<file path="src/hdl/pms_pkg.sv">
// Package: register map, frame layout and timing constants for the management controller
// Contract
// - Poll all 32 transceiver addresses in repeating sequence
// - Serial management protocol on shared two-wire bus
// - Only first controller channel is functional
// - Alive and link bit per transceiver address
// - Link change interrupt, raw and masked views
// - Command complete flag, masks set and clear
// - Software reads and writes transceiver registers
package pms_pkg;

  // Register byte addresses
  localparam logic [31:0] ADDR_REVISION = 32'h01c8_3800;
  localparam logic [31:0] ADDR_CONTROL = 32'h01c8_3804;
  localparam logic [31:0] ADDR_ALIVE = 32'h01c8_3808;
  localparam logic [31:0] ADDR_LINK = 32'h01c8_380c;
  localparam logic [31:0] ADDR_LINK_RAW = 32'h01c8_3810;
  localparam logic [31:0] ADDR_LINK_MASKED = 32'h01c8_3814;
  localparam logic [31:0] ADDR_DONE_RAW = 32'h01c8_3818;
  localparam logic [31:0] ADDR_DONE_MASKED = 32'h01c8_381c;
  localparam logic [31:0] ADDR_DONE_EN_SET = 32'h01c8_3820;
  localparam logic [31:0] ADDR_DONE_EN_CLR = 32'h01c8_3824;
  localparam logic [31:0] ADDR_USER_0 = 32'h01c8_3828;
  localparam logic [31:0] ADDR_USER_1 = 32'h01c8_382c;
  localparam logic [31:0] ADDR_SELECT_0 = 32'h01c8_3830;
  localparam logic [31:0] ADDR_SELECT_1 = 32'h01c8_3834;

  // Arbitrary value, carries no meaning
  localparam logic [31:0] REVISION_VALUE = 32'h0001_0000;

  // Control fields
  localparam int CTRL_IDLE_BIT = 31;
  localparam int CTRL_ENABLE_BIT = 30;
  localparam logic CTRL_ENABLE_RESET = 1'b1;

  // First controller bit of the interrupt registers
  localparam int CHAN0_BIT = 0;

  // User transaction fields
  localparam int UA_GO_BIT = 31;
  localparam int UA_WRITE_BIT = 30;
  localparam int UA_ACK_BIT = 29;
  localparam int UA_REG_LSB = 21;
  localparam int UA_PHY_LSB = 16;

  // Transceiver select fields
  localparam int SEL_LINKINT_BIT = 6;
  localparam int SEL_PHY_LSB = 0;

  // Frame layout, bit index counted from the first preamble bit
  localparam logic [31:0] FRAME_PREAMBLE = 32'hffff_ffff;
  localparam logic [1:0] FRAME_START = 2'h1;
  localparam logic [1:0] FRAME_OP_READ = 2'h2;
  localparam logic [1:0] FRAME_OP_WRITE = 2'h1;
  localparam logic [1:0] FRAME_TA_WRITE = 2'h2;
  localparam logic [1:0] FRAME_TA_READ = 2'h3;
  localparam logic [5:0] FRAME_RELEASE_BIT = 6'h2e;
  localparam logic [5:0] FRAME_ACK_BIT = 6'h2f;
  localparam logic [5:0] FRAME_DATA_BIT = 6'h30;
  localparam logic [5:0] FRAME_LAST_BIT = 6'h3f;

  // Polled transceiver register and its link bit
  localparam logic [4:0] POLL_REG = 5'h01;
  localparam int LINK_STATUS_BIT = 2;

  // Timing
  localparam int CLK_PERIOD_NS = 5;
  localparam int MDC_HALF_NS = 200;
  localparam int MDC_HALF_CYC = (MDC_HALF_NS + CLK_PERIOD_NS - 1) / CLK_PERIOD_NS;
  localparam logic [5:0] MDC_HALF_LAST = 6'(MDC_HALF_CYC - 1);

  // Bus responses
  localparam logic [1:0] RESP_OKAY = 2'h0;
  localparam logic [1:0] RESP_SLVERR = 2'h2;

  typedef enum logic [1:0] {
    ST_IDLE = 2'h0,
    ST_FRAME = 2'h1,
    ST_DONE = 2'h3
  } pms_state_e;

  typedef struct packed {
    logic write;
    logic [4:0] phy;
    logic [4:0] regad;
    logic [15:0] data;
  } pms_cmd_s;

endpackage

</file>
<file path="src/hdl/pms_sync.sv">
// Two-stage synchroniser for levels from outside the clock domain
`timescale 1ns/1ps
`default_nettype none
module pms_sync #(
  parameter int WIDTH = 1
) (
  // Clock and reset
  input wire logic aclk,
  input wire logic aresetn,
  // Data
  input wire logic [WIDTH-1:0] async_in,
  output logic [WIDTH-1:0] sync_out
);

  logic [WIDTH-1:0] meta_q;
  logic [WIDTH-1:0] sync_q;

  always_ff @(posedge aclk) begin
    if (!aresetn) begin
      meta_q <= '0;
      sync_q <= '0;
    end else begin
      meta_q <= async_in;
      sync_q <= meta_q;
    end
  end

  assign sync_out = sync_q;

endmodule
`default_nettype wire

</file>
<file path="src/hdl/pms_ctrl.sv">
// Management bus controller: register slave, polling and frame engine
`timescale 1ns/1ps
`default_nettype none
module pms_ctrl
  import pms_pkg::*;
(
  // Clock and reset
  input wire logic aclk,
  input wire logic aresetn,
  // Write address channel
  input wire logic [31:0] s_axi_awaddr,
  input wire logic s_axi_awvalid,
  output logic s_axi_awready,
  // Write data channel
  input wire logic [31:0] s_axi_wdata,
  input wire logic [3:0] s_axi_wstrb,
  input wire logic s_axi_wvalid,
  output logic s_axi_wready,
  // Write response channel
  output logic [1:0] s_axi_bresp,
  output logic s_axi_bvalid,
  input wire logic s_axi_bready,
  // Read address channel
  input wire logic [31:0] s_axi_araddr,
  input wire logic s_axi_arvalid,
  output logic s_axi_arready,
  // Read data channel
  output logic [31:0] s_axi_rdata,
  output logic [1:0] s_axi_rresp,
  output logic s_axi_rvalid,
  input wire logic s_axi_rready,
  // Management bus
  output logic management_clock,
  output logic mdio_o,
  output logic mdio_oe,
  input wire logic mdio_i,
  // Interrupt
  output logic irq
);

  // Bus slave state
  logic aw_full_q;
  logic [31:0] aw_addr_q;
  logic w_full_q;
  logic [31:0] w_data_q;
  logic [3:0] w_strb_q;
  logic bvalid_q;
  logic [1:0] bresp_q;
  logic rvalid_q;
  logic [31:0] rdata_q;
  logic [1:0] rresp_q;

  // Register state
  logic ctrl_enable_q;
  logic [31:0] alive_q;
  logic [31:0] link_q;
  logic link_raw_q;
  logic done_raw_q;
  logic done_en_q;
  logic ua_go_q;
  logic ua_ack_q;
  pms_cmd_s ua_cmd_q;
  logic [4:0] sel_phy_q;
  logic sel_linkint_q;

  // Frame engine state
  pms_state_e state_q;
  logic [5:0] div_q;
  logic mdc_q;
  logic [5:0] bit_q;
  logic [63:0] frame_q;
  logic oe_q;
  logic ack_q;
  logic [15:0] rx_q;
  logic user_frame_q;
  logic [4:0] poll_addr_q;

  logic mdio_in_s;

  pms_sync #(
    .WIDTH(1)
  ) u_mdio_sync (
    .aclk(aclk),
    .aresetn(aresetn),
    .async_in(mdio_i),
    .sync_out(mdio_in_s)
  );

  // Write path decode
  wire do_write = aw_full_q & w_full_q & ~bvalid_q;
  wire [31:0] wmask = {{8{w_strb_q[3]}}, {8{w_strb_q[2]}}, {8{w_strb_q[1]}}, {8{w_strb_q[0]}}};
  wire [31:0] wbits = w_data_q & wmask;
  wire wr_control = do_write & (aw_addr_q == ADDR_CONTROL);
  wire wr_link_clr = do_write & ((aw_addr_q == ADDR_LINK_RAW) | (aw_addr_q == ADDR_LINK_MASKED));
  wire wr_done_clr = do_write & ((aw_addr_q == ADDR_DONE_RAW) | (aw_addr_q == ADDR_DONE_MASKED));
  wire wr_en_set = do_write & (aw_addr_q == ADDR_DONE_EN_SET);
  wire wr_en_clr = do_write & (aw_addr_q == ADDR_DONE_EN_CLR);
  wire wr_user = do_write & (aw_addr_q == ADDR_USER_0);
  wire wr_select = do_write & (aw_addr_q == ADDR_SELECT_0);
  wire wr_mapped = (aw_addr_q[31:6] == ADDR_REVISION[31:6]) & (aw_addr_q[5:2] <= 4'hd)
    & (aw_addr_q[1:0] == 2'h0);

  // Read path decode
  wire ar_take = s_axi_arvalid & ~rvalid_q;
  wire rd_mapped = (s_axi_araddr[31:6] == ADDR_REVISION[31:6]) & (s_axi_araddr[5:2] <= 4'hd)
    & (s_axi_araddr[1:0] == 2'h0);
  wire rd_link_raw = ar_take & (s_axi_araddr == ADDR_LINK_RAW);
  wire rd_done_raw = ar_take & (s_axi_araddr == ADDR_DONE_RAW);

  // Interrupt views; only the first controller bit exists
  wire link_masked = link_raw_q & sel_linkint_q;
  wire done_masked = done_raw_q & done_en_q;
  wire [31:0] ctrl_view = {~ua_go_q & (state_q == ST_IDLE), ctrl_enable_q, 30'h0};
  wire [31:0] user_view = {ua_go_q, ua_cmd_q.write, ua_ack_q, 3'h0, ua_cmd_q.regad,
    ua_cmd_q.phy, ua_cmd_q.data};
  wire [31:0] sel_view = {25'h0, sel_linkint_q, 1'b0, sel_phy_q};
  // Second-controller and reserved words read as zero
  wire [31:0] rd_value =
    (s_axi_araddr == ADDR_REVISION) ? REVISION_VALUE :
    (s_axi_araddr == ADDR_CONTROL) ? ctrl_view :
    (s_axi_araddr == ADDR_ALIVE) ? alive_q :
    (s_axi_araddr == ADDR_LINK) ? link_q :
    (s_axi_araddr == ADDR_LINK_RAW) ? {31'h0, link_raw_q} :
    (s_axi_araddr == ADDR_LINK_MASKED) ? {31'h0, link_masked} :
    (s_axi_araddr == ADDR_DONE_RAW) ? {31'h0, done_raw_q} :
    (s_axi_araddr == ADDR_DONE_MASKED) ? {31'h0, done_masked} :
    (s_axi_araddr == ADDR_DONE_EN_SET) ? {31'h0, done_en_q} :
    (s_axi_araddr == ADDR_DONE_EN_CLR) ? {31'h0, done_en_q} :
    (s_axi_araddr == ADDR_USER_0) ? user_view :
    (s_axi_araddr == ADDR_SELECT_0) ? sel_view :
    32'h0000_0000;

  // Frame engine decode
  wire div_wrap = (div_q == MDC_HALF_LAST);
  wire rise_evt = (state_q == ST_FRAME) & div_wrap & ~mdc_q;
  wire fall_evt = (state_q == ST_FRAME) & div_wrap & mdc_q;
  wire frame_end = fall_evt & (bit_q == FRAME_LAST_BIT);
  wire start_frame = (state_q == ST_IDLE) & ctrl_enable_q;
  wire poll_done = (state_q == ST_DONE) & ~user_frame_q;
  wire user_done = (state_q == ST_DONE) & user_frame_q;
  wire poll_link = ack_q & rx_q[LINK_STATUS_BIT];
  wire link_event = poll_done & (poll_addr_q == sel_phy_q) & (poll_link != link_q[poll_addr_q]);

  // Write or read of the frame in flight
  logic user_write_now;
  assign user_write_now = user_frame_q & ua_cmd_q.write;

  // User access has priority over the background poll
  pms_cmd_s next_cmd;
  assign next_cmd = ua_go_q ? ua_cmd_q : '{write: 1'b0, phy: poll_addr_q, regad: POLL_REG,
    data: 16'h0000};
  wire [63:0] next_frame = {FRAME_PREAMBLE, FRAME_START,
    next_cmd.write ? FRAME_OP_WRITE : FRAME_OP_READ, next_cmd.phy, next_cmd.regad,
    next_cmd.write ? FRAME_TA_WRITE : FRAME_TA_READ, next_cmd.data};

  // Bus slave handshakes
  always_ff @(posedge aclk) begin
    if (!aresetn) begin
      aw_full_q <= 1'b0;
      aw_addr_q <= 32'h0000_0000;
      w_full_q <= 1'b0;
      w_data_q <= 32'h0000_0000;
      w_strb_q <= 4'h0;
      bvalid_q <= 1'b0;
      bresp_q <= RESP_OKAY;
    end else begin
      if (s_axi_awvalid & ~aw_full_q) begin
        aw_full_q <= 1'b1;
        aw_addr_q <= s_axi_awaddr;
      end
      if (s_axi_wvalid & ~w_full_q) begin
        w_full_q <= 1'b1;
        w_data_q <= s_axi_wdata;
        w_strb_q <= s_axi_wstrb;
      end
      if (do_write) begin
        aw_full_q <= 1'b0;
        w_full_q <= 1'b0;
        bvalid_q <= 1'b1;
        bresp_q <= wr_mapped ? RESP_OKAY : RESP_SLVERR;
      end else if (s_axi_bready) begin
        bvalid_q <= 1'b0;
      end
    end
  end

  always_ff @(posedge aclk) begin
    if (!aresetn) begin
      rvalid_q <= 1'b0;
      rdata_q <= 32'h0000_0000;
      rresp_q <= RESP_OKAY;
    end else if (ar_take) begin
      rvalid_q <= 1'b1;
      rdata_q <= rd_value;
      rresp_q <= rd_mapped ? RESP_OKAY : RESP_SLVERR;
    end else if (s_axi_rready) begin
      rvalid_q <= 1'b0;
    end
  end

  // Software-written configuration
  // Writes to the second user words and second-controller bits have no effect
  always_ff @(posedge aclk) begin
    if (!aresetn) begin
      ctrl_enable_q <= CTRL_ENABLE_RESET;
      done_en_q <= 1'b0;
      sel_phy_q <= 5'h00;
      sel_linkint_q <= 1'b0;
    end else begin
      if (wr_control & w_strb_q[3]) begin
        ctrl_enable_q <= w_data_q[CTRL_ENABLE_BIT];
      end
      if (wr_en_set & wbits[CHAN0_BIT]) begin
        done_en_q <= 1'b1;
      end else if (wr_en_clr & wbits[CHAN0_BIT]) begin
        done_en_q <= 1'b0;
      end
      if (wr_select & w_strb_q[0]) begin
        sel_phy_q <= w_data_q[SEL_PHY_LSB +: 5];
        sel_linkint_q <= w_data_q[SEL_LINKINT_BIT];
      end
    end
  end

  // Sticky flags: a new event wins over a read or write clear in the same cycle
  always_ff @(posedge aclk) begin
    if (!aresetn) begin
      link_raw_q <= 1'b0;
      done_raw_q <= 1'b0;
    end else begin
      link_raw_q <= link_event | (link_raw_q & ~rd_link_raw
        & ~(wr_link_clr & wbits[CHAN0_BIT]));
      done_raw_q <= user_done | (done_raw_q & ~rd_done_raw
        & ~(wr_done_clr & wbits[CHAN0_BIT]));
    end
  end

  // User transaction word; ignored while a command is in flight
  always_ff @(posedge aclk) begin
    if (!aresetn) begin
      ua_go_q <= 1'b0;
      ua_ack_q <= 1'b0;
      ua_cmd_q <= '0;
    end else if (user_done) begin
      ua_go_q <= 1'b0;
      ua_ack_q <= ack_q;
      if (!ua_cmd_q.write) begin
        ua_cmd_q.data <= rx_q;
      end
    end else if (wr_user & ~ua_go_q & (&w_strb_q)) begin
      ua_go_q <= w_data_q[UA_GO_BIT];
      ua_cmd_q.write <= w_data_q[UA_WRITE_BIT];
      ua_cmd_q.regad <= w_data_q[UA_REG_LSB +: 5];
      ua_cmd_q.phy <= w_data_q[UA_PHY_LSB +: 5];
      ua_cmd_q.data <= w_data_q[15:0];
    end
  end

  // Poll results per address
  always_ff @(posedge aclk) begin
    if (!aresetn) begin
      alive_q <= 32'h0000_0000;
      link_q <= 32'h0000_0000;
      poll_addr_q <= 5'h00;
    end else if (poll_done) begin
      alive_q[poll_addr_q] <= ack_q;
      link_q[poll_addr_q] <= poll_link;
      poll_addr_q <= poll_addr_q + 5'h01;
    end
  end

  // Sequencer
  always_ff @(posedge aclk) begin
    if (!aresetn) begin
      state_q <= ST_IDLE;
      user_frame_q <= 1'b0;
    end else begin
      unique case (state_q)
        ST_IDLE: begin
          if (start_frame) begin
            state_q <= ST_FRAME;
            user_frame_q <= ua_go_q;
          end
        end
        ST_FRAME: begin
          if (frame_end) begin
            state_q <= ST_DONE;
          end
        end
        ST_DONE: begin
          state_q <= ST_IDLE;
        end
        default: begin
          state_q <= ST_IDLE;
        end
      endcase
    end
  end

  // Clock divider and shifter; data changes after the falling edge
  // and input is taken at the rising edge, as the transceiver expects
  always_ff @(posedge aclk) begin
    if (!aresetn) begin
      div_q <= 6'h00;
      mdc_q <= 1'b0;
      bit_q <= 6'h00;
      frame_q <= 64'h0000_0000_0000_0000;
      oe_q <= 1'b0;
    end else if (start_frame) begin
      div_q <= 6'h00;
      mdc_q <= 1'b0;
      bit_q <= 6'h00;
      frame_q <= next_frame;
      oe_q <= 1'b1;
    end else if (state_q == ST_FRAME) begin
      div_q <= div_wrap ? 6'h00 : div_q + 6'h01;
      if (div_wrap) begin
        mdc_q <= ~mdc_q;
      end
      if (frame_end) begin
        oe_q <= 1'b0;
      end else if (fall_evt) begin
        bit_q <= bit_q + 6'h01;
        frame_q <= {frame_q[62:0], 1'b0};
        // Read frames hand the line to the transceiver at turnaround
        if ((bit_q + 6'h01 == FRAME_RELEASE_BIT) & ~user_write_now) begin
          oe_q <= 1'b0;
        end
      end
    end
  end

  // Turnaround acknowledge and read data capture
  always_ff @(posedge aclk) begin
    if (!aresetn) begin
      ack_q <= 1'b0;
      rx_q <= 16'h0000;
    end else if (start_frame) begin
      ack_q <= 1'b0;
      rx_q <= 16'h0000;
    end else if (rise_evt) begin
      if (bit_q == FRAME_ACK_BIT) begin
        ack_q <= user_write_now | ~mdio_in_s;
      end
      if ((bit_q >= FRAME_DATA_BIT) & ~user_write_now) begin
        rx_q <= {rx_q[14:0], mdio_in_s};
      end
    end
  end

  // Outputs
  assign s_axi_awready = ~aw_full_q;
  assign s_axi_wready = ~w_full_q;
  assign s_axi_bvalid = bvalid_q;
  assign s_axi_bresp = bresp_q;
  assign s_axi_arready = ~rvalid_q;
  assign s_axi_rvalid = rvalid_q;
  assign s_axi_rdata = rdata_q;
  assign s_axi_rresp = rresp_q;
  assign management_clock = mdc_q;
  assign mdio_o = frame_q[63];
  assign mdio_oe = oe_q;
  // Single output for both events; level until flag or enable is cleared
  assign irq = link_masked | done_masked;

endmodule
`default_nettype wire

</file>
<file path="config.mk">
export PLATFORM = sky130hd
export DESIGN_NAME = pms_ctrl
export DESIGN_NICKNAME = d
export VERILOG_FILES = /design/src/hdl/pms_pkg.sv /design/src/hdl/pms_sync.sv /design/src/hdl/pms_ctrl.sv
export SDC_FILE = /design/constraint.sdc
export NUM_CORES = 1
export LEC_CHECK = 0
export BUFFER_PORTS_ARGS = -buffer_cell sky130_fd_sc_hd__buf_2
export CAP_MARGIN = 40
export CORE_MARGIN = 2
export CORE_UTILIZATION = 30
export CTS_BUF_LIST = sky130_fd_sc_hd__clkbuf_2
export DETAILED_ROUTE_END_ITERATION = 8
export GPL_ROUTABILITY_DRIVEN = 0
export PLACE_DENSITY_LB_ADDON = 0.05
export SETUP_SLACK_MARGIN = 0.4
export SLEW_MARGIN = 25
export SYNTH_ARGS = -nofsm -noshare
export SYNTH_HDL_FRONTEND = slang
export SYNTH_HIERARCHICAL = 1
export SYNTH_SLANG_ARGS = --single-unit
</file>
<file path="constraint.sdc">
create_clock -name aclk -period 5.75 [get_ports aclk]
set_clock_uncertainty 0.15 [all_clocks]
set_input_delay 0.8625 -clock aclk [delete_from_list [all_inputs] [get_ports aclk]]
set_output_delay 0.8625 -clock aclk [all_outputs]
set_load 0.02 [all_outputs]
</file>
### Yosys cells after proc, flatten, opt, wreduce, memory -nomap -nowiden

Cells that the tools add are included.

| word-level totals | value |
|---|---|
| memories kept | 0 |
| input port bits | 108 |
| bits in writable memories | 0 |
| register bits after elaboration | 316 |
| bits in read-only memories | 0 |
| bits in latches | 0 |
| logic and storage cells | 220 |
| output and inout port bits | 45 |

| operators by class | value |
|---|---|
| shift operators | 0 |
| reduce and logical (&&, ||, !) cells | 26 |
| bitwise logic cells | 69 |
| add/subtract/negate cells | 3 |
| multiplexer cells | 45 |
| eq/ne operators | 35 |
| $mul | 0 |
| magnitude comparators | 5 |
| div/mod/pow operators | 0 |

Operators by type and width:

| operator | number |
|---|---|
| 32-bit by 25-bit == test with 1-bit output (second input constant) | 21 |
| 32-bit two-way mux | 11 |
| 64-bit two-way mux | 4 |
| 32-bit bitwise mux | 2 |
| 26-bit by 19-bit == test with 1-bit output (second input constant) | 2 |
| 16-bit two-way mux | 3 |
| 1-bit bitwise AND | 47 |
| 27-bit two-way mux | 1 |
| 6-bit == test (second input constant) | 4 |
| 1-bit NOT | 16 |
| 1-bit two-way mux | 14 |
| 2-bit AND reduction | 7 |
| 6-bit by 1-bit adder with 6-bit output (second input constant) | 2 |
| 2-bit nonzero test | 6 |
| 2-bit two-way mux | 5 |
| 3-bit AND reduction | 3 |
| 4-bit <= comparator (second input constant) | 2 |
| 7-bit two-way mux | 1 |
| 6-bit greater-or-equal comparator (second input constant) | 1 |
| 2-bit logical NOT | 3 |
| 5-bit by 6-bit less-than comparator with 1-bit output (second input constant) | 1 |
| 6-bit two-way mux | 1 |
| 2-bit != test (second input constant) | 3 |
| 1-bit bitwise OR | 6 |
| other kinds (14) | 17 |

### Logic depth before layout (Yosys ltp)

Gate-level depths: netlist (run 1).

| logic depth | value |
|---|---|
| depth after elaboration | 13 |
| mapped depth | 9 |

### Hierarchy

Netlist (run 1), hierarchy kept.

By module, submodules not included:

| module | times used | seq. area each (um^2) | cells each | area each (um^2) |
|---|---|---|---|---|
| pms_ctrl | 1 | 6165.9 | 1561 | 13251.5 |
| pms_sync | 1 | 40.0 | 4 | 52.6 |

### Worst setup path before layout (run 1)

No wires, ideal clock.

| timing path | value |
|---|---|
| kind | input port to flip-flop |
| start | input port s_axi_araddr[4] |
| end | register rdata_q[10], in the netlist s_axi_rdata[10] |
| stages on the path | 7 |
| required time | 5483 ps |
| path slack | 3347 ps |
| arrival time | 2136 ps |
| library setup time | 117 ps |
| path buffers | 2 |
| cell sequence | or3_4 -> nor3_2 -> nand2_1 -> and4_1 -> buf_6 -> buf_6 -> a22o_1 |

| on the way | value |
|---|---|
| cells in the longest elaborated chain, start to end | 12 |

Ends and longest elaborated chain:

| what | line | text |
|---|---|---|
| from (decl) | pms_ctrl.sv:24 | `input wire logic [31:0] s_axi_araddr,` |
| 32-bit by 25-bit == test with 1-bit output | pms_ctrl.sv:129 | `(s_axi_araddr == ADDR_USER_0) ? user_view :` |
| 32-bit two-way mux | pms_ctrl.sv:129 |  |
| 32-bit two-way mux | pms_ctrl.sv:128 | `(s_axi_araddr == ADDR_DONE_EN_CLR) ? {31'h0, done_en_q} :` |
| 32-bit two-way mux | pms_ctrl.sv:127 | `(s_axi_araddr == ADDR_DONE_EN_SET) ? {31'h0, done_en_q} :` |
| 32-bit two-way mux | pms_ctrl.sv:126 | `(s_axi_araddr == ADDR_DONE_MASKED) ? {31'h0, done_masked} :` |
| 32-bit two-way mux | pms_ctrl.sv:125 | `(s_axi_araddr == ADDR_DONE_RAW) ? {31'h0, done_raw_q} :` |
| 32-bit two-way mux | pms_ctrl.sv:124 | `(s_axi_araddr == ADDR_LINK_MASKED) ? {31'h0, link_masked} :` |
| 32-bit two-way mux | pms_ctrl.sv:123 | `(s_axi_araddr == ADDR_LINK_RAW) ? {31'h0, link_raw_q} :` |
| 32-bit two-way mux | pms_ctrl.sv:122 | `(s_axi_araddr == ADDR_LINK) ? link_q :` |
| 32-bit two-way mux | pms_ctrl.sv:121 | `(s_axi_araddr == ADDR_ALIVE) ? alive_q :` |
| 32-bit two-way mux | pms_ctrl.sv:120 | `(s_axi_araddr == ADDR_CONTROL) ? ctrl_view :` |
| 32-bit two-way mux * | pms_ctrl.sv:119 | `(s_axi_araddr == ADDR_REVISION) ? REVISION_VALUE :` |
| to (signal assigned) | pms_ctrl.sv:194 | `rdata_q <= rd_value;` |
| to (decl) | pms_ctrl.sv:50 | `logic [31:0] rdata_q;` |

Mark *: on every way between the ends. The rest lies on a longest branch, timed or not.
A chain may end at the register's enable or synchronous reset.

### Final worst setup path (run 1)

| timing path | value |
|---|---|
| start | register state_q[0] |
| end | register frame_q[19] |

| on the way | value |
|---|---|
| cells in the longest elaborated chain, start to end | 6 |

Ends and longest elaborated chain:

| what | line | text |
|---|---|---|
| from (decl) | pms_ctrl.sv:67 | `pms_state_e state_q;` |
| from (signal assigned) | pms_ctrl.sv:275 | `state_q <= ST_IDLE;` |
| from (signal assigned) | pms_ctrl.sv:281 | `state_q <= ST_FRAME;` |
| from (signal assigned) | pms_ctrl.sv:287 | `state_q <= ST_DONE;` |
| 2-bit by 1-bit == test with 1-bit output | pms_ctrl.sv:136, pms_ctrl.sv:315 |  |
| 1-bit bitwise AND (2 in a row) | pms_ctrl.sv:136 | `wire fall_evt = (state_q == ST_FRAME) & div_wrap & mdc_q;` |
| 1-bit bitwise AND | pms_ctrl.sv:137 | `wire frame_end = fall_evt & (bit_q == FRAME_LAST_BIT);` |
| 2-bit by 1-bit != test with 1-bit output (no source line) | -- |  |
| 3-bit AND reduction (no source line) | -- |  |
| to (signal assigned) | pms_ctrl.sv:313 | `frame_q <= next_frame;` |
| to (signal assigned) | pms_ctrl.sv:324 | `frame_q <= {frame_q[62:0], 1'b0};` |
| to (decl) | pms_ctrl.sv:71 | `logic [63:0] frame_q;` |

Several ways; a longest one is shown, not always the timed one.

==> qor.yml, run 1 <==
status: "finished, final reports clean"
cts_max_path_buffers: 3
intPower_uw: 3080
async_flop_share: 0
yosys.area_share.simple: 0.204
min_path_type: "in -> reg"
num_io_pins: 153
synth.cell_area_sq_um: 13300
ys_seq_area_frac: 0.466
p_sw_frac: 0.279
cp.arrival_ns: 3.78
final_cell_mix: "dfxtp_1 (309), nand2_1 (294), nor2_1 (173), a21oi_1 (173), buf_2 (146)"
tns_ns: 0
placed_area_sq_um: 14400
crit_slowest_cell: "and3_2"
synth_xor_area_frac: 0.0125
maxClockFrequency_ghz: 0.328
worst_pin_slew_ns: 0.791
fin_crit_ns: 3.05
drt-total-wl_um: 42300
p_clk_frac: 0.406
rsz0062_at_grt: "false"
cts-resized-gates: 0
synthAdderAreaFrac: 0.00658
final_nets: 1887
syn_inst: 1565
share_seq_of_total_power: 0.524
avgViaCountPerCell: 4.91
io_buffers: 146
overflow: 0
clock_sinks: 310
core-area_sq_um: 44000
layout_commonest_cell: "dfxtp_1"
max_stage_delay_ns: 0.79
clk_pin_slew_worst_paths_ns: 0.12
cts_hold_buf: 73
avgSynthCellArea_sq_um: 8.50
ys_ff_latch: 310
antenna_found_initial: 7
synth-compound-area-share: 0.182
fillers: 4711
pwr-share-comb: 0.070
initial_core_util: 0.302
cts_inserted_buffers: 90
crit_type: "reg -> reg"
peakVddDrop_mv: 0.126
cts_max_level: 3
clk_latency_ns: 1.02
power_leakage_uw: 0.00658
num_vias: 11942
drv_cap: 0
grt_use_total: 0.182
report.final.slew_viol_count: 0
ys_types: 72
clockRootBuffer: "clkbuf_2"
drc: 0
initialDrtViolationCount: 685
drive_gt1_frac: 0.188
dp_hpwl_um: 27700
synth_top_family_by_area: "simple AND/OR/NAND/NOR gates"
cts_tree: "yes"
required_ns: 6.48
relSlewSlack: 0.473
syn_to_final_growth_pct: 20.6
switching_power_uw: 1200
die_h_um: 215
grt_pass1_vias: 11765
end_kind: "flip-flop"
period_share: 0.530
ys.flop_type: "dfxtp_1"
rows: 77
design_area_sq_um: 16000
power_density_nw_per_um2: 267
yosys_warnings: 6
start_kind: "flip-flop"
crit_chain: "nor2b_2, buf_4, and4_1, and3_2, nand2_1, a311oi_1"
dieArea_sq_um: 46000
post-cts-setup-buffers: 0
muxShareOfSynthArea: 0.0719
grt_max_degree: 117
final-hold-violation-count: 0
synth_edf_count: 0
die_width_um: 215
setup_viol: 0
path_max_fanout: 41
ant_nets: 0
grt_pass1_wl_um: 66400
firstDrtPassIters: 6
wl_per_cell_um: 17.4
layout make-up:
class                   count  area [sq um]  share of cell area
repair buffers            245          1750               0.109
flip-flops and latches    310          6210               0.387
clock buffers             134           671              0.0418
multi-input cells        1092          6360               0.397
inverters                  33           129             0.00803
diodes                      3          7.51            0.000468
well taps                 592           741              0.0462
clock inverters            23           176              0.0110
synth_stat cells (all sizes together), types with 2 or more instances:
| library cell | n | share of area |
|---|---|---|
| and3 | 10 | 0.0047 |
| mux4 | 2 | 0.0037 |
| ha | 7 | 0.0066 |
| o221ai | 2 | 0.0013 |
| nor3b | 5 | 0.0036 |
| nor2b | 7 | 0.0035 |
| a222oi | 27 | 0.020 |
| a21oi | 173 | 0.065 |
| nor2 | 175 | 0.050 |
| a32o | 2 | 0.0015 |
| o21a | 3 | 0.0017 |
| nand4b | 4 | 0.0026 |
| or3 | 3 | 0.0018 |
| a22o | 28 | 0.018 |
| nor3 | 16 | 0.0068 |
| o21ai | 37 | 0.014 |
| buf | 49 | 0.024 |
| and2 | 9 | 0.0042 |
| clkbuf | 82 | 0.023 |
| xnor2 | 11 | 0.0072 |
| a21o | 2 | 0.0011 |
| nand4 | 15 | 0.0082 |
| and4 | 7 | 0.0046 |
| a211oi | 35 | 0.020 |
| a31oi | 8 | 0.0038 |
| mux2i | 84 | 0.063 |
| nand2 | 295 | 0.083 |
| and3b | 2 | 0.0013 |
| o41ai | 2 | 0.0013 |
| or2 | 2 | 0.00094 |
| mux2 | 6 | 0.0051 |
| o2bb2ai | 3 | 0.0020 |
| nor4 | 11 | 0.0068 |
| inv | 33 | 0.0093 |
| nand3 | 21 | 0.0087 |
| xor2 | 8 | 0.0053 |
| a311oi | 35 | 0.023 |
| o22ai | 2 | 0.00094 |
| nor4b | 10 | 0.0075 |
| nand3b | 3 | 0.0017 |
| a32oi | 3 | 0.0020 |
| nand2b | 5 | 0.0024 |
| dfxtp | 310 | 0.47 |
path summary, 6_finish.rpt:
kind                                               from                      endpoint  cells after the start  slack (ns)
worst min-delay path                    s_axi_araddr[0]  s_axi_rdata[16]$_SDFFE_PN0P_                      4        0.19
worst min register to register  frame_q[5]$_SDFFE_PN0P_       frame_q[6]$_SDFFE_PN0P_                      2        0.30
worst max-delay path            state_q[0]$_SDFFE_PN0P_      frame_q[19]$_SDFFE_PN0P_                      6        2.70
worst max register to register  state_q[0]$_SDFFE_PN0P_      frame_q[19]$_SDFFE_PN0P_                      6        2.70
per-stage QoR:
stage	std cells	total power, uW	util	hold slack, ns	setup WS (ns)
floorplan	1566	2450	-	0.262	3.35
global placement	2191	2550	0.325	0.274	2.25
detailed placement	2198	2560	0.328	0.271	2.38
CTS	2428	4390	0.364	0.0336	2.64
global route	2431	4540	0.364	0.157	2.37
finish	2432	4280	0.364	0.192	2.70
registers in the layout (all words and copies together), names as in the netlist, 4 cells and up:
signal and flops:
s_axi_rdata 32, w_strb_q 4, poll_addr_q 5, ua_cmd_q 27
sel_phy_q 5, bit_q 6, rx_q 16, aw_addr_q 32
link_q 32, frame_q 64, w_data_q 28, div_q 6
alive_q 32
power by group through the flow:
| stage | Combinational [uW] | Clock [uW] | Sequential, uW |
|---|---|---|---|
| 2_1_floorplan | 162 | 0 | 2280 |
| 3_3_place_gp | 259 | 0 | 2290 |
| 3_5_place_dp | 266 | 0 | 2290 |
| 4_1_cts | 305 | 1840 | 2240 |
| 5_1_grt | 337 | 1950 | 2250 |
| 6_report | 301 | 1730 | 2240 |
kinds of logic after synthesis:
| group | count (synthesis) |
|---|---|
| AOI/OAI and AO/OA | 369 |
| buffers and inverters | 164 |
| xor gates and xnor gates | 19 |
| DFF | 310 |
| adders and majority gates | 7 |
| and+or+nand+nor | 603 |
| other | 1 |
| muxes | 92 |
per-layer routing:
layer	GRT usage	vias to the layer above	part of all wire
li1	-	5973	-
met1	0.241	5597	0.47
met2	0.287	290	0.45
met3	0.0433	76	0.054
met4	0.0727	6	0.024
met5	0	-	0.00092
critical path: cells and delay by family (launching register included):
| family | cells | cell delay, ns |
|---|---|---|
| buf+inv | 1 | 0.40 |
| compound gates | 1 | 0.28 |
| flops | 1 | 0.43 |
| simple gates | 4 | 1.67 |
Note: power is estimated with default switching activity, not from simulation.
==> run 2, diff against run 1 <==
==> constraint.sdc (replaced) <==
create_clock -name aclk -period 3.19 [get_ports aclk]
set_clock_uncertainty 0.15 [all_clocks]
set_input_delay 0.4785 -clock aclk [delete_from_list [all_inputs] [get_ports aclk]]
set_output_delay 0.4785 -clock aclk [all_outputs]
set_load 0.02 [all_outputs]
==> qor.yml, run 2 (synthesized netlist as in run 1, its figures left out) <==
grt_max_degree: 89  # was 117
worst_pin_slew_ns: 0.745  # was 0.791 ns
maxClockFrequency_ghz: 0.376
syn_to_final_growth_pct: 29.0  # was 20.6%
avgViaCountPerCell: 4.89  # was 4.91
use_met2: 0.311  # was 0.287
tns_ns: 0  # unchanged
start_kind: "input pin"  # was flip-flop
clock_sinks: 310  # unchanged
fin_crit_ns: 2.66
initial_core_util: 0.302  # unchanged
drv_cap: 0  # unchanged
wl_per_cell_um: 17.0  # was 17.4 um
preCtsSetupSlack_ns: 0.620  # was 2.38 ns
cts_max_path_buffers: 3  # unchanged
crit_type: "in -> reg"  # was reg -> reg
crit_slowest_cell: "dlygate4sd3_1"  # was and3_2
holdCritStartpoint: "s_axi_wdata[7]"  # was s_axi_araddr[0]
firstDrtPassIters: 6  # unchanged
die_width_um: 215  # unchanged
top_register: "frame_q"  # unchanged
met3_usage: 0.0426  # was 0.0433
post-cts-setup-buffers: 0  # unchanged
rsz0062_at_grt: "false"  # unchanged
period_share: 0.833
num_io_pins: 153  # unchanged
grt_busiest_layer: "met2"  # unchanged
drive_gt1_frac: 0.181  # was 0.188
dp.cells: 2214  # was 2,198
ant_nets: 0  # unchanged
path_delay_family: "buffers and inverters"  # was simple AND/OR/NAND/NOR gates
dp_hpwl_um: 28000  # was 27,700 um
drt-total-wl_um: 43600  # was 42,300 um
power_uw: 7700  # was 4280 uW
cts_max_level: 3  # unchanged
final_cells: 2558  # was 2,432
initialDrtViolationCount: 665  # was 685
power_leakage_uw: 0.00711  # was 0.00658 uW
num_vias: 12509  # was 11,942
clk_latency_ns: 1.02  # about the same
grt_use_met1: 0.242  # was 0.241
die_h_um: 215  # unchanged
setup_viol: 0  # unchanged
final_cell_mix: "dfxtp_1 (310), nand2_1 (294), dlygate4sd3_1 (174)"  # was dfxtp_1 (309), nand2_1 (294), nor2_1 (173), a21oi_1 (173), buf_2 (146)
report.final.slew_viol_count: 0  # unchanged
cts_inserted_buffers: 90  # unchanged
max_stage_delay_ns: 0.65  # was 0.79 ns
path_max_fanout: 11  # was 41
timing.final.ws_setup_ns: 0.534  # was 2.70 ns
grt_pass1_vias: 12525  # was 11,765
io_buffers: 146  # unchanged
antenna_found_initial: 2  # was 7
crit_chain: "dlygate4sd3_1, buf_2, nor4b_2, dlygate4sd3_1, nand2_1, dlygate4sd3_1, o41ai_1, a21oi_1, o21a_1"  # was nor2b_2, buf_4, and4_1, and3_2, nand2_1, a311oi_1
fillers: 4599  # was 4,711
crit_top_cell: "dlygate4sd3_1"
utilization: 0.390  # was 0.364
peakVddDrop_mv: 0.216  # was 0.126 mV
cp.buffers_inverters: 4  # was 1
cts_tree: "yes"  # unchanged
clockRootBuffer: "clkbuf_2"  # unchanged
grt_pass1_wl_um: 69200  # was 66,400 um
final_nets: 2004  # was 1,887
cp.arrival_ns: 3.43  # was 3.78 ns
rows: 77  # unchanged
min_path_type: "in -> reg"  # unchanged
relSlewSlack: 0.499  # was 0.473
status: "finished, final reports clean"  # unchanged
grt_use_total: 0.189  # was 0.182
layout_commonest_cell: "dfxtp_1"  # unchanged
multi_input_area_sq_um: 6370  # was 6360 sq um
drc: 0  # unchanged
required_ns: 3.96  # was 6.48 ns
final-hold-violation-count: 0  # unchanged
core-area_sq_um: 44000  # unchanged
largest_reg_flops: 64  # unchanged
clk_pin_slew_worst_paths_ns: 0.09  # was 0.12 ns
crit_start: "s_axi_araddr[3]"  # was state_q[0]$_SDFFE_PN0P_
end_kind: "flip-flop"  # unchanged
reg2reg_from: "w_full_q$_SDFFE_PP0P_"  # was state_q[0]$_SDFFE_PN0P_
seq_area_sq_um: 6210  # about the same
power_density_nw_per_um2: 448  # was 267 nW/um^2
overflow: 0  # unchanged
dieArea_sq_um: 46000  # unchanged
-- run 2: cell count changes in the layout (fill, tap and decap cells not counted), sizes merged --
cell          delta
dlygate4sd3    +101
clkinv          +10
bufinv           -2
buf             +15
dlymetal6s4s     +1
clkinvlp         -2
inv              +2
clkbuf           +1
-- run 2: layout make-up --
type                            instances  area share
Clock inverter                         31     0.00853
Timing Repair Buffer                  362       0.168
Tap cell                              592      0.0432
Clock buffer                          135      0.0394
Inverter                               33     0.00751
Multi-Input combinational cell       1092       0.371
Sequential cell                       310       0.362
Antenna cell                            3    0.000437
-- run 2: worst register-to-register path: stages (launching register included) --
cell           delay, ns
dfxtp_1             0.37
nor2b_2             0.46
buf_12              0.24
nand2_1             0.09
dlygate4sd3_1       0.56
a21oi_1             0.11
dlygate4sd3_1       0.55
-- run 2: stage by stage --
| step | cell area (sq um) | hold slack, ns |
|---|---|---|
| 2_1_floorplan | 13300 | 0.262 |
| 3_3_place_gp | 14600 | 0.279 |
| 3_5_place_dp | 14600 | 0.274 |
| 4_1_cts | 17100 | 0.000141 |
| 5_1_grt | 17200 | -0.0108 |
| 6_report | 17200 | 0.140 |
-- run 2: path summary, 6_finish.rpt --
check / to / slack [ns] / cells past startpoint
setup / recovery: done_raw_q$_SDFF_PN0_ / 0.53 / 9
hold reg to reg: u_mdio_sync/sync_out$_SDFF_PN0_ / 0.30 / 1
hold / removal: w_data_q[7]$_SDFFE_PN0P_ / 0.14 / 4
setup reg to reg: w_data_q[13]$_SDFFE_PN0P_ / 0.61 / 6
-- run 2: timing repair --
action / in CTS / in global routing
hold buffers: 175 / 0
setup endpoints to repair: 0 / 2
resized for setup: 0 / 2
hold endpoints to repair: 141 / 0
-- run 2: routing by layer --
metal,share of wire,vias up
li1,-,6209
met5,0,-
met1,0.46,5927
met2,0.47,298
met3,0.046,75
met4,0.027,0
-- run 2: where the power goes --
group,total (uW),leakage [uW],switching (uW),internal (uW)
Combinational,640,0.00395,335,306
Sequential,4040,0.00252,65.9,3980
Clock,3010,0.000629,1800,1210
Total,7700,0.00711,2200,5490
==> run 3, diff against run 2 <==
--- a/config.mk
+++ b/config.mk
@@ -5,6 +5,7 @@
 export SDC_FILE = /design/constraint.sdc
 export NUM_CORES = 1
 export LEC_CHECK = 0
+export ABC_AREA = 1
 export BUFFER_PORTS_ARGS = -buffer_cell sky130_fd_sc_hd__buf_2
 export CAP_MARGIN = 40
 export CORE_MARGIN = 2
==> constraint.sdc (replaced) <==
create_clock -name aclk -period 2.37 [get_ports aclk]
set_clock_uncertainty 0.15 [all_clocks]
set_input_delay 0.3555 -clock aclk [delete_from_list [all_inputs] [get_ports aclk]]
set_output_delay 0.3555 -clock aclk [all_outputs]
set_load 0.02 [all_outputs]
==> qor.yml, run 3 <==
dieArea_sq_um: 46000  # about the same
grt_max_degree: 130  # was 89
clk_latency_ns: 1.03  # was 1.02 ns
cts_max_level: 3  # unchanged
cts_inserted_buffers: 90  # unchanged
report.final.slew_viol_count: 0  # unchanged
cts_tree: "yes"  # unchanged
fin_crit_ns: 2.15
io_buffers: 146  # unchanged
cp.arrival_ns: 1.65  # was 3.43 ns
fillers: 4562  # was 4,599
ys_ff_latch: 310  # unchanged
grt_pass1_wl_um: 76900  # was 69,200 um
ff2ff_setup_slack_ns: 0.28  # was 0.61 ns
status: "finished, final reports clean"  # unchanged
setup_viol: 0  # unchanged
dr_wl_met3_um: 2240  # was 1990 um
clk_pin_slew_worst_paths_ns: 0.10  # was 0.09 ns
avgSynthCellArea_sq_um: 7.36  # was 8.50 sq um
final_cells: 2943  # was 2,558
worst_pin_slew_ns: 0.804  # was 0.745 ns
power_uw: 10700  # was 7700 uW
overflow: 0  # unchanged
firstDrtPassIters: 6  # unchanged
tns_ns: 0  # unchanged
synth_top_area_share: 0.467  # was 0.466
die_h_um: 215  # about the same
antenna_found_initial: 1  # was 2
final_nets: 2416  # was 2,004
syn_to_final_growth_pct: 51.2  # was 29.0%
rsz0062_at_grt: "true"  # was false
final_cell_mix: "dfxtp_1 (252), nand2_1 (240), a21oi_1 (212)"  # was dfxtp_1 (310), nand2_1 (294), dlygate4sd3_1 (174)
syn_inst: 1807  # was 1,565
ant_nets: 0  # unchanged
yosysMostFrequentCell: "dfxtp_1"  # unchanged
rows: 77  # unchanged
initial_core_util: 0.303  # was 0.302
design_area_sq_um: 20100  # was 17,200 sq um
synthTopCellsByArea: "dfxtp_1 (47%), o21ai_0 (11%), a21oi_1 (9.4%), nand2_1 (7.2%), nor2_1 (5.4%)"  # was dfxtp_1 (47%), nand2_1 (8.3%), a21oi_1 (6.5%), mux2i_1 (6.3%), nor2_1 (4.9%)
grt_pass1_vias: 13943  # was 12,525
wl_met2_um: 23400  # was 20,500 um
num_io_pins: 153  # unchanged
path_max_fanout: 2  # was 11
relSlewSlack: 0.464  # was 0.499
placed_area_sq_um: 14900  # was 14,600 sq um
wl_per_cell_um: 17.3  # was 17.0 um
synth.cell_area_sq_um: 13300  # about the same
top_register: "frame_q"  # unchanged
avgViaCountPerCell: 4.83  # was 4.89
synth_common_cells: "dfxtp_1 (310), o21ai_0 (283), nand2_1 (255)"  # was dfxtp_1 (310), nand2_1 (295), nor2_1 (174)
grt_use_total: 0.211  # was 0.189
drc: 0  # unchanged
drv_cap: 0  # unchanged
cts_max_path_buffers: 3  # unchanged
required_ns: 1.86  # was 3.96 ns
holdWs_ns: 0.0612  # was 0.140 ns
die_width_um: 215  # about the same
async_flop_share: 0  # unchanged
clock_sinks: 310  # unchanged
core-area_sq_um: 43900  # was 44,000 sq um
num_vias: 14226  # was 12,509
min_path_type: "in -> reg"  # unchanged
start_kind: "flip-flop"  # was input pin
drt-total-wl_um: 50900  # was 43,600 um
clockRootBuffer: "clkbuf_2"  # unchanged
dp.cells: 2510  # was 2,214
ys_seq_area_frac: 0.467  # was 0.466
drt-met1-wl_um: 24000  # was 20,000 um
drive_gt1_frac: 0.316  # was 0.181
period_share: 0.908
peakVddDrop_mv: 0.276  # was 0.216 mV
power_density_nw_per_um2: 531  # was 448 nW/um^2
largest_reg_flops: 64  # unchanged
ys_types: 50  # was 72
power_leakage_uw: 0.00808  # was 0.00711 uW
layout_commonest_cell: "dfxtp_1"  # unchanged
end_kind: "primary output"  # was flip-flop
dp_hpwl_um: 31500  # was 28,000 um
ys.flop_type: "dfxtp_1"  # unchanged
crit_type: "reg -> out"  # was in -> reg
yosys_warnings: 6  # unchanged
synth_edf_count: 0  # unchanged
routed.top_layer: "met4"  # unchanged
initialDrtViolationCount: 807  # was 665
maxClockFrequency_ghz: 0.465
yosysTopAreaCell: "dfxtp_1"  # unchanged
final-hold-violation-count: 0  # unchanged
[run 3: changes by cell type in the layout (fill, tap and decap cells not counted), sizes merged, moves of 29 or more]
| cell | before | now |
|---|---|---|
| buf | 187 | 294 |
| o21ai | 37 | 293 |
| mux2i | 84 | 0 |
| inv | 36 | 196 |
| a21oi | 173 | 251 |
| nand2 | 295 | 257 |
| a311oi | 35 | 0 |
| a211oi | 35 | 6 |
| nand3 | 21 | 59 |
[run 3: kinds of logic (layout without fill, tap and decap cells)]
kind of cell             after synthesis  in the layout  synth area share
AND/OR/NAND/NOR                      574            574             0.188
buffers and inverters                298            840            0.0906
adder cells (fa/ha/maj)                7              7           0.00659
XOR/XNOR                               6              6           0.00395
AO/OA/AOI/OAI                        611            611             0.243
flip-flops                           310            310             0.467
other                                  1              3          0.000282
[run 3: worst paths after layout]
check,from,end,depth (start not counted)
min reg2reg,u_mdio_sync/meta_q$_SDFF_PN0_,u_mdio_sync/sync_out$_SDFF_PN0_,2
max,done_en_q$_SDFFE_PN0P_,irq,3
min,s_axi_araddr[7],done_raw_q$_SDFF_PN0_,9
max reg2reg,aw_addr_q[20]$_SDFFE_PN0P_,sel_phy_q[1]$_SDFFE_PN0P_,10
[run 3: critical path, stage by stage (launching register included)]
cell     delay, ns
dfxtp_4       0.37
nand2_2       0.06
nand2_2       0.06
buf_6         0.13
[run 3: layout make-up]
cell class	instances	area (sq um)	share of cell area
tap	592	741	0.0369
inverter	198	815	0.0405
multi-input combinational	1200	6760	0.336
timing repair inverter	2	22.5	0.00112
clock inverter	16	128	0.00635
clock buffer	125	626	0.0311
antenna	1	2.50	0.000124
sequential	310	6290	0.313
timing repair buffer	499	4720	0.235
[run 3: layer usage]
layer	track usage	vias to the layer above
met5	0	-
met4	0.0810	0
met3	0.0386	66
met2	0.342	331
met1	0.279	6744
li1	-	7085
[run 3: repair_timing]
action,in CTS,in global routing
hold buffers,200,2
endpoints found under the setup margin,208,268
endpoints found under the hold margin,276,1
setup buffers,30,44
resized for setup,228,333
cloned,7,11
pin swaps,11,75
[run 3: report_power, final]
group	leakage, uW	internal (uW)	switching (uW)	total (uW)
Sequential	0.00256	5360	93.7	5450
Combinational	0.00495	591	641	1230
Clock	0.000579	1610	2370	3990
Total	0.00808	7570	3110	10700
[run 3: stage by stage]
stage / util / setup slack, ns
6_report: 0.458 / 0.219
5_1_grt: 0.458 / 0.103
4_1_cts: 0.423 / 0.0723
3_5_place_dp: 0.339 / 0.0435
2_1_floorplan: - / 0.454
3_3_place_gp: 0.339 / 0.0328
